--- src/inc/acrb_pkg.sv ---
// Package: register map, field layout, reset values and codes
`default_nettype none
package acrb_pkg;
   // ********************************************
   // Register offsets
   // ********************************************
   localparam logic [7:0] ADDR_RATE_BIN = 8'h02;
   localparam logic [7:0] ADDR_POWER = 8'h08;
   localparam logic [7:0] ADDR_STAB = 8'h09;
   localparam logic [7:0] ADDR_CLKDIV = 8'h0B;
   localparam logic [7:0] ADDR_TEST = 8'h0D;
   localparam logic [7:0] ADDR_OFFSET = 8'h10;
   localparam logic [7:0] ADDR_COMMIT = 8'hFF;
   // ********************************************
   // Reset values and field layout
   // ********************************************
   localparam logic [7:0] RST_POWER = 8'h00;
   localparam logic [7:0] RST_STAB = 8'h01;
   localparam logic [7:0] RST_CLKDIV = 8'h00;
   localparam logic [7:0] RST_TEST = 8'h00;
   localparam logic [7:0] RST_OFFSET = 8'h00;
   localparam logic [7:0] COMMIT_VALUE = 8'h01;
   localparam int TEST_SINGLE_BIT = 7;
   localparam int LONG_RESTART_BIT = 5;
   localparam int SHORT_RESTART_BIT = 4;
   localparam int RATE_BIN_LSB = 4;
   localparam int OUT_W = 11;
   localparam int PAT_W = 16;
   // Identification value: arbitrary neutral choice
   localparam logic [1:0] RATE_BIN_DEFAULT = 2'h1;
   localparam logic [22:0] LONG_SEED = 23'h7FFFFF;
   localparam logic [8:0] SHORT_SEED = 9'h1FF;
   localparam logic [10:0] MIDSCALE = 11'h000;
   localparam logic [10:0] POS_FS = 11'h3FF;
   localparam logic [10:0] NEG_FS = 11'h400;
   localparam logic [10:0] CHECKER = 11'h555;
   // ********************************************
   // Modes
   // ********************************************
   typedef enum logic [1:0] {
      ACRB_PWR_NORMAL = 2'b00,
      ACRB_PWR_DOWN = 2'b01,
      ACRB_PWR_STANDBY = 2'b10,
      ACRB_PWR_RSVD = 2'b11
   } acrb_power_t;
   typedef enum logic [3:0] {
      ACRB_TM_OFF = 4'b0000,
      ACRB_TM_MID = 4'b0001,
      ACRB_TM_POS = 4'b0010,
      ACRB_TM_NEG = 4'b0011,
      ACRB_TM_CHECK = 4'b0100,
      ACRB_TM_PNL = 4'b0101,
      ACRB_TM_PNS = 4'b0110,
      ACRB_TM_TOGGLE = 4'b0111,
      ACRB_TM_USER = 4'b1000,
      ACRB_TM_RAMP = 4'b1111
   } acrb_test_t;
endpackage : acrb_pkg
`default_nettype wire

--- src/design/acrb_top.sv ---
// Shadowed ADC control registers with test-pattern output path
`timescale 1ns/1ps
`default_nettype none
// Function
// - Register writes land in shadow copies only
// - Writing 0x01 to 0xFF commits, self-clears
// - Power mode: normal, power-down, standby
// - Nonzero ratio forces stabilizer on
// - Phase field delays divided clock cycles
// - Nonzero pattern code replaces converted samples, except unused 1001-1110, which pass them
// - Codes off, midscale, plus and minus full
// - Code 0100 gives checkerboard
// - Codes 0101/0110 long/short pseudonoise
// - Code 0111 toggles all ones/zeros
// - Code 1000 sends user patterns
// - Unused codes avoided; 1111 ramps
// - Bit 7 repeats or single-shots user patterns
// - Signed six-bit offset added to converted samples, not to pattern words
module acrb_top (
   input wire logic mclk,
   input wire logic rstn,
   input wire logic reg_wr,
   input wire logic reg_rd,
   input wire logic [7:0] reg_addr,
   input wire logic [7:0] reg_wdata,
   output logic [7:0] reg_rdata,
   input wire logic sample_valid,
   input wire logic [acrb_pkg::OUT_W-1:0] adc_sample,
   input wire logic [acrb_pkg::PAT_W-1:0] user_pat [4],
   output logic [acrb_pkg::OUT_W-1:0] data_out,
   output logic [1:0] power_mode,
   output logic stabilizer_on,
   output logic div_clk_en
);
   import acrb_pkg::*;

   // ********************************************
   // Reset synchroniser
   // ********************************************
   logic rst_s1_r, rst_s2_r, rst_n;
   always_ff @(posedge mclk or negedge rstn) begin
      if (!rstn) begin
         rst_s1_r <= 1'b0;
         rst_s2_r <= 1'b0;
      end else begin
         rst_s1_r <= 1'b1;
         rst_s2_r <= rst_s1_r;
      end
   end
   assign rst_n = rst_s2_r;

   // ********************************************
   // Shadow and active registers
   // ********************************************
   logic [7:0] sh_power_r, sh_stab_r, sh_div_r, sh_test_r, sh_off_r;
   logic [7:0] ac_power_r, ac_stab_r, ac_div_r, ac_test_r, ac_off_r;
   logic commit;
   assign commit = reg_wr && reg_addr == ADDR_COMMIT
                   && reg_wdata == COMMIT_VALUE;

   always_ff @(posedge mclk or negedge rst_n) begin
      if (!rst_n) begin
         sh_power_r <= RST_POWER;
         sh_stab_r <= RST_STAB;
         sh_div_r <= RST_CLKDIV;
         sh_test_r <= RST_TEST;
         sh_off_r <= RST_OFFSET;
      end else if (reg_wr) begin
         // Open bits are kept at zero so readback stays honest
         case (reg_addr)
            ADDR_POWER: sh_power_r <= {6'h00, reg_wdata[1:0]};
            ADDR_STAB: sh_stab_r <= {7'h00, reg_wdata[0]};
            ADDR_CLKDIV: sh_div_r <= {2'h0, reg_wdata[5:0]};
            ADDR_TEST: sh_test_r <= {reg_wdata[7], 1'b0, reg_wdata[5:0]};
            ADDR_OFFSET: sh_off_r <= {2'h0, reg_wdata[5:0]};
            default: ;
         endcase
      end
   end

   // Restart bits act once per commit, then read back as written
   logic long_restart, short_restart;
   always_ff @(posedge mclk or negedge rst_n) begin
      if (!rst_n) begin
         ac_power_r <= RST_POWER;
         ac_stab_r <= RST_STAB;
         ac_div_r <= RST_CLKDIV;
         ac_test_r <= RST_TEST;
         ac_off_r <= RST_OFFSET;
      end else if (commit) begin
         ac_power_r <= sh_power_r;
         ac_stab_r <= sh_stab_r;
         ac_div_r <= sh_div_r;
         ac_test_r <= sh_test_r;
         ac_off_r <= sh_off_r;
      end
   end
   assign long_restart = commit && sh_test_r[LONG_RESTART_BIT];
   assign short_restart = commit && sh_test_r[SHORT_RESTART_BIT];

   // ********************************************
   // Register read
   // ********************************************
   // Transfer bit self-clears in the same cycle, so it always reads 0
   always_comb begin
      reg_rdata = 8'h00;
      if (reg_rd) begin
         case (reg_addr)
            ADDR_RATE_BIN: reg_rdata = {2'h0, RATE_BIN_DEFAULT, 4'h0};
            ADDR_POWER: reg_rdata = sh_power_r;
            ADDR_STAB: reg_rdata = sh_stab_r;
            ADDR_CLKDIV: reg_rdata = sh_div_r;
            ADDR_TEST: reg_rdata = sh_test_r;
            ADDR_OFFSET: reg_rdata = sh_off_r;
            default: reg_rdata = 8'h00;
         endcase
      end
   end

   // ********************************************
   // Power, stabilizer, divider
   // ********************************************
   logic [2:0] div_ratio, div_phase;
   logic [2:0] div_cnt_r;
   logic [6:0] div_dly_r;
   assign div_ratio = ac_div_r[2:0];
   assign div_phase = ac_div_r[5:3];
   assign power_mode = ac_power_r[1:0];
   assign stabilizer_on = ac_stab_r[0] || div_ratio != 3'h0;

   always_ff @(posedge mclk or negedge rst_n) begin
      if (!rst_n) begin
         div_cnt_r <= 3'h0;
      end else if (div_cnt_r >= div_ratio) begin
         div_cnt_r <= 3'h0;
      end else begin
         div_cnt_r <= div_cnt_r + 3'h1;
      end
   end

   // Tap line delays the divided tick by the phase code; code 7 uses the same tap as 6
   always_ff @(posedge mclk or negedge rst_n) begin
      if (!rst_n) begin
         div_dly_r <= 7'h00;
      end else begin
         div_dly_r <= {div_dly_r[5:0], div_cnt_r == 3'h0};
      end
   end
   assign div_clk_en = (div_phase == 3'h7) ? div_dly_r[6]
                       : div_dly_r[div_phase];

   // ********************************************
   // Pattern generators
   // ********************************************
   logic [22:0] pn_long_r;
   logic [8:0] pn_short_r;
   logic [OUT_W-1:0] ramp_r;
   logic toggle_r, user_done_r;
   logic [1:0] user_idx_r;
   logic tick;
   assign tick = sample_valid && ac_power_r[1:0] == ACRB_PWR_NORMAL;

   always_ff @(posedge mclk or negedge rst_n) begin
      if (!rst_n) begin
         pn_long_r <= LONG_SEED;
         pn_short_r <= SHORT_SEED;
      end else begin
         if (long_restart) begin
            pn_long_r <= LONG_SEED;
         end else if (tick) begin
            pn_long_r <= {pn_long_r[21:0], pn_long_r[22] ^ pn_long_r[17]};
         end
         if (short_restart) begin
            pn_short_r <= SHORT_SEED;
         end else if (tick) begin
            pn_short_r <= {pn_short_r[7:0], pn_short_r[8] ^ pn_short_r[4]};
         end
      end
   end

   always_ff @(posedge mclk or negedge rst_n) begin
      if (!rst_n) begin
         ramp_r <= '0;
         toggle_r <= 1'b0;
      end else if (tick) begin
         ramp_r <= ramp_r + 11'h001;
         toggle_r <= ~toggle_r;
      end
   end

   // User pattern walker restarts on each commit
   always_ff @(posedge mclk or negedge rst_n) begin
      if (!rst_n) begin
         user_idx_r <= 2'h0;
         user_done_r <= 1'b0;
      end else if (commit) begin
         user_idx_r <= 2'h0;
         user_done_r <= 1'b0;
      end else if (tick && ac_test_r[3:0] == ACRB_TM_USER) begin
         user_idx_r <= user_idx_r + 2'h1;
         if (user_idx_r == 2'h3 && ac_test_r[TEST_SINGLE_BIT]) begin
            user_done_r <= 1'b1;
         end
      end
   end

   // ********************************************
   // Output selection
   // ********************************************
   logic [OUT_W-1:0] sel;
   logic [OUT_W:0] sum;
   logic [OUT_W-1:0] pat_word;
   assign pat_word = user_pat[user_idx_r][PAT_W-1:PAT_W-OUT_W];
   // Offset is sign-extended; wrap rather than clamp
   assign sum = {1'b0, adc_sample}
                + {{(OUT_W-5){ac_off_r[5]}}, ac_off_r[5:0]};

   always_comb begin
      case (ac_test_r[3:0])
         ACRB_TM_OFF: sel = sum[OUT_W-1:0];
         ACRB_TM_MID: sel = MIDSCALE;
         ACRB_TM_POS: sel = POS_FS;
         ACRB_TM_NEG: sel = NEG_FS;
         ACRB_TM_CHECK: sel = toggle_r ? ~CHECKER : CHECKER;
         ACRB_TM_PNL: sel = pn_long_r[OUT_W-1:0];
         ACRB_TM_PNS: sel = {pn_short_r, pn_short_r[8:7]};
         ACRB_TM_TOGGLE: sel = toggle_r ? '1 : '0;
         ACRB_TM_USER: sel = user_done_r ? '0 : pat_word;
         ACRB_TM_RAMP: sel = ramp_r;
         default: sel = sum[OUT_W-1:0];
      endcase
   end

   always_ff @(posedge mclk or negedge rst_n) begin
      if (!rst_n) begin
         data_out <= '0;
      end else if (tick) begin
         data_out <= sel;
      end
   end
endmodule : acrb_top
`default_nettype wire

--- config.mk ---
export PLATFORM = sky130hd
export DESIGN_NAME = acrb_top
export DESIGN_NICKNAME = d
export VERILOG_FILES = /design/src/inc/acrb_pkg.sv /design/src/design/acrb_top.sv
export SDC_FILE = /design/constraint.sdc
export NUM_CORES = 1
export LEC_CHECK = 0
export BUFFER_PORTS_ARGS = -buffer_cell sky130_fd_sc_hd__buf_2
export CAP_MARGIN = 0
export CORE_UTILIZATION = 55
export CTS_BUF_LIST = sky130_fd_sc_hd__clkbuf_4 sky130_fd_sc_hd__clkbuf_8
export DETAILED_ROUTE_END_ITERATION = 12
export PLACE_DENSITY = 0.8
export SYNTH_ARGS = -nofsm -noshare
export SYNTH_HDL_FRONTEND = slang
export SYNTH_SLANG_ARGS = --single-unit
--- constraint.sdc ---
create_clock -name mclk -period 9.15 [get_ports mclk]
set_clock_uncertainty 0.2 [all_clocks]
set_input_delay 1.83 -clock mclk [delete_from_list [all_inputs] [get_ports mclk]]
set_output_delay 1.83 -clock mclk [all_outputs]
set_load 0.01 [all_outputs]
Yosys cells after proc, flatten, opt, wreduce, memory -nomap -nowiden
Cells that the tools add are included.
{"block": "classes", "addsub": 4, "mul": 0, "div": 0, "magnitude_cmp": 3, "n_eq_ne": 19, "n_shift": 0, "muxes": 22, "n_bitwise": 4, "n_reduce_logical": 21}
{"operator": "11-bit case mux with 9 select lines", "n": 1}
{"operator": "8-bit case mux with 6 select lines", "n": 1}
{"operator": "23-bit 2-to-1 mux", "n": 2}
{"operator": "11-bit 2-to-1 mux", "n": 3}
{"operator": "16-bit binary-select mux with 2-bit select", "n": 1}
{"operator": "8-bit by 4-bit equality test with 1-bit output, second input constant", "n": 4}
{"operator": "16-bit 2-to-1 mux", "n": 2}
{"operator": "9-bit 2-to-1 mux", "n": 2}
{"operator": "4-bit by 3-bit equality test with 1-bit output, second input constant", "n": 4}
{"operator": "2-bit AND reduction", "n": 6}
{"operator": "11-bit by 1-bit adder with 11-bit output, second input constant", "n": 1}
{"operator": "11-bit adder", "n": 1}
{"operator": "4-bit by 2-bit equality test with 1-bit output, second input constant", "n": 2}
{"operator": "4-bit equality test, second input constant", "n": 2}
{"operator": "8-bit by 1-bit equality test with 1-bit output, second input constant", "n": 1}
{"operator": "8-bit by 2-bit equality test with 1-bit output, second input constant", "n": 1}
{"operator": "8-bit by 5-bit equality test with 1-bit output, second input constant", "n": 1}
{"operator": "8-bit equality test, second input constant", "n": 1}
{"operator": "8-bit 2-to-1 mux", "n": 1}
{"operator": "2-bit nonzero test", "n": 4}
{"operator": "1-bit logical AND", "n": 7}
{"operator": "1-bit 2-to-1 mux", "n": 5}
{"operator": "4-bit by 1-bit equality test with 1-bit output, second input constant", "n": 1}
{"operator": "3-bit by 4-bit less-than comparator with 1-bit output, second input constant", "n": 1}
{"operator": "other kinds (16)", "n": 18}
{"block": "word_totals", "regBits": 114, "latch_bits": 0, "ramBits": 0, "rom_bits": 0, "in_bits": 96, "out_inout_bits": 23, "word_cells": 94, "mem_count": 0}

Longest topological paths before layout
{"block": "depth", "word_depth": 6, "mapped_depth": 8, "ltp_nobuf": 8}

Least setup slack after synthesis
Ideal clock, no wire load.
{"block": "synth_timing", "path_type": "in2out", "startpoint": "in reg_addr[0]", "endpoint": "out reg_rdata[0]", "t_arrival_ns": 3.075, "t_required_ns": 7.120, "path_slack_ns": 4.045, "path_stages": 5, "n_path_buf": 1, "cell_sequence": "buf_2 or4b_1 a21oi_1 o211ai_1 nor2_1"}
{"block": "synth_between", "elab_chain_len": 3, "word_cells_on_any_way": 8, "cone_classes": "eq/ne: 6; mux: 2"}
{"element": "start, declared", "line_no": "acrb_top.sv:24", "text": "input wire logic [7:0] reg_addr,"}
{"element": "8-bit by 5-bit equality test with 1-bit output, or another cell as far along", "line_no": "acrb_top.sv:108", "text": "case (reg_addr)"}
{"element": "8-bit case mux with 6 select lines *", "line_no": "acrb_top.sv:108"}
{"element": "8-bit 2-to-1 mux *", "line_no": "acrb_top.sv:107", "text": "if (reg_rd) begin"}
{"element": "end, declared", "line_no": "acrb_top.sv:26", "text": "output logic [7:0] reg_rdata,"}
Every way passes the cells marked *; elsewhere a longest branch is shown, timed or not.

Final worst setup path
{"block": "layout_timing", "startpoint": "in reg_addr[5]", "endpoint": "out reg_rdata[3]"}
Same word-level chain as after synthesis.

==> summary.md <==
| Metric | Value |
|---|---|
| Status | `finished clean` |
| Tot Pwr | `1.030 mW` |
| Final worst slack | `3.194 ns` |
| Num ports | `119` |
| Rel. slew slack | `roughly 27%` |
| Setup Buffers After CTS | `0` |
| Critical Setup Path Class | `primary input to output port` |
| Worst-path clk slew | `0.12 ns` |
| Top_reg_cell synth | `dfrtp_1` |
| Main combinational cell family by area after synthesis | `simple AND/OR/NAND/NOR gates` |
| Worst R2R End | `data_out[6]` |
| Final Hold Fails | `0` |
| P per Cell Area | `148.7 nW/um2` |
| Clock buffer count from CTS | `9` |
| Max_cap viols | `0` |
| Drt pass-1 iters | `5` |
| Most frequent cells after synthesis | `nand2_1, dfrtp_1, nand3_1` |
| DRT Wirelength | `14.43 mm` |
| Filler Cells Inserted | `856` |
| # H-tree levels | `3` |
| Syn. warnings | `0` |
| Starting density of the core | `56.87%` |
| Gr usage total | `25.95%` |
| Arrival time worst endpoint | `between 3 and 4 ns` |
| Multi-input gate area | `3141 um2` |
| Post-synth top area cell | `dfrtp_1` |
| Post-synthesis sequential area ratio | `between 40 and 50%` |
| Core area | `approximately 11000 um2` |
| PortBufs | `97` |
| Clock Sink Count | `112` |
| Post-DR vias/cell | `6.097` |
| Drt wl/cell | `16.82 um` |
| Die height | `108.1 um` |
| #FFs+latches synth | `112` |
| P_leak | `3.264 nW` |
| Worst R2R Path Depth | `4` |
| Final Setup Violations | `0` |
| Pin count of the biggest net entering global routing | `70` |
| Die W | `108.1 um` |
| Worst-path fanout max | `11` |
| Peak VDD IR | `0.1245 mV` |
| Share of cells above drive strength 1 | `25.63%` |
| Row cnt | `38` |
| Number of synthesized flops with an enable pin | `0` |
| Synth Area in Adders | `~3.8%` |
| Synth Area in Compound Gates | `13.74%` |
| Overflow after GRT | `0` |
| Simple-gate area share of the yosys netlist | `21.12%` |
| Startpoint Class | `primary input` |
| Post-CTS Hold Buffers | `0` |
| Place WS | `approximately 3.3 ns` |
| Post-synth ARST share | `100.0%` |
| DIE AREA | `roughly 12000 um2` |
| Cells after Synth | `636` |
| Clk buf depth | `2` |
| Max Freq | `0.1679 GHz` |
| Dpl cells | `842` |
| Ant. Diodes | `0` |
| Number of global-route vias before repair | `4956` |
| Post-synthesis xor/xnor area fraction | `~2.5%` |
| R2R Setup Slk | `about 6.3 ns` |
| Synth cell types | `67` |
| First-pass GRT wire length | `23.53 mm` |
| Syn Nets | `750` |
| Vias | `5231` |
| RSZ-0062 raised after global routing | `no` |
| Initial antenna violation count | `0` |
| Final worst path period need | `5.956 ns` |
| Synth area leaders | `dfrtp_1, dfstp_2, nand2_1` |
| Mux cell area share after synthesis | `9.355%` |
| Mapped Area | `6192 um2` |
| Hold Crit Class | `register to async pin` |
| Seq. cell area | `2849 um2` |
| Avg Cell Area, Syn | `9.736 um2` |
| CTS-repair resized insts | `0` |
| Crit. End Element | `output port` |
| Layout net count | `about 830` |
| Fin. max-slew vios | `0` |
| Fin Setup TNS | `0 ns` |
| Most frequent cell after synthesis | `nand2_1` |
| Area Growth Syn to Fin | `11.86%` |
| Tcrit/Tclk final | `65.09%` |
| CP required | `7.12 ns` |
| Clock latency on the worst-skew pair | `0.38 ns` |
| CTS root buffer | `clkbuf_8` |
| Antenna-violating nets left | `0` |
| R2r startpoint | `ac_test_r[1]` |
| Layout Cells excl Fill | `858` |
| Top-area cell type share of the netlist area | `between 30% and 40%` |
| DR iter-0 viols | `roughly 360` |
| RePlAce Congestion | `approximately 0.97` |
| DP Wirelength | `10.56 mm` |
| Post-route DRC violation count | `0` |
| Hold slack | `between 0.1 and 0.15 ns` |
| Worst slew pin tran | `1.090 ns` |
| CTS tree | `done` |
## area by class of cell
class,count,share of cell area (%)
timing repair buffer,101,7.442
clock inverter,7,1.066
multi-input combinational,476,45.34
sequential,112,41.13
tap,140,2.529
clock buffer,9,1.788
inverter,13,0.7045
## metal layers
layer / part of all wire [%] / vias to the layer above / global-route usage, %
li1: - / 2433 / -
met5: 0 / - / 0
met1: 42 / 2514 / 33.90
met2: 47 / 245 / 42.58
met4: 3.1 / 0 / 12.23
met3: 7.8 / 39 / 3.797
## cell families after synthesis
| logic type | after synthesis |
|---|---|
| AO/OA/AOI/OAI | 122 |
| multiplexers | 40 |
| other | 2 |
| buffers and inverters | 48 |
| adder cells (fa/ha/maj) | 18 |
| AND/OR/NAND/NOR | 276 |
| XOR/XNOR | 18 |
| flip-flops | 112 |
## how the worst max path moves through the flow
stage                            from           end  slack [ns]  cells after the start
after global placement    reg_addr[5]  reg_rdata[3]        3.29                      7
after floorplan           reg_addr[0]  reg_rdata[0]        4.04                      5
final                     reg_addr[5]  reg_rdata[3]        3.19                      7
after global routing      reg_addr[5]  reg_rdata[3]        3.06                      7
after detailed placement  reg_addr[5]  reg_rdata[3]        3.26                      7
after CTS                 reg_addr[5]  reg_rdata[3]        3.24                      7
## metrics by stage
step,area (um2),utilization (%)
after floorplan,6192,-
after global placement,6729,61.80
after detailed placement,6729,61.80
after CTS,6927,63.62
after global routing,6927,63.62
final,6927,63.62
## worst max-delay path, cell delays in order
cell	delay [ns]
buf_2	0.11
nor3_1	0.88
and3_1	0.42
and3_1	0.26
a22oi_1	0.13
nor2_1	0.15
buf_2	0.15
## cells in the final DEF (no fill, tap or decap), drive strengths merged, types with 16 or more instances in the layout
cell / instances
ha: 17
o21ai: 25
dfrtp: 78
nor2: 32
dfstp: 34
nand3: 48
nand2: 142
a21oi: 22
inv: 16
buf: 101
mux2: 23
## power by group
part | leakage [nW] | switching, mW | internal [mW]
Sequential | 1.35 | 0.0481 | 0.540
Clock | 0.101 | 0.181 | 0.108
Combinational | 1.82 | 0.0774 | 0.0755
Total | 3.26 | 0.307 | 0.723
## registers in the layout, indices dropped and copies added, names as in the netlist
register	flops
ac_div_r	6
toggle_r	1
div_cnt_r	3
user_idx_r	2
pn_short_r	9
ac_test_r	5
rst_n	1
sh_power_r	2
ramp_r	11
user_done_r	1
ac_off_r	6
rst_s1_r	1
sh_off_r	6
data_out	11
sh_stab_r	1
ac_stab_r	1
div_dly_r	7
pn_long_r	23
sh_test_r	7
ac_power_r	2
sh_div_r	6
Power figures use the tool's default switching activity.
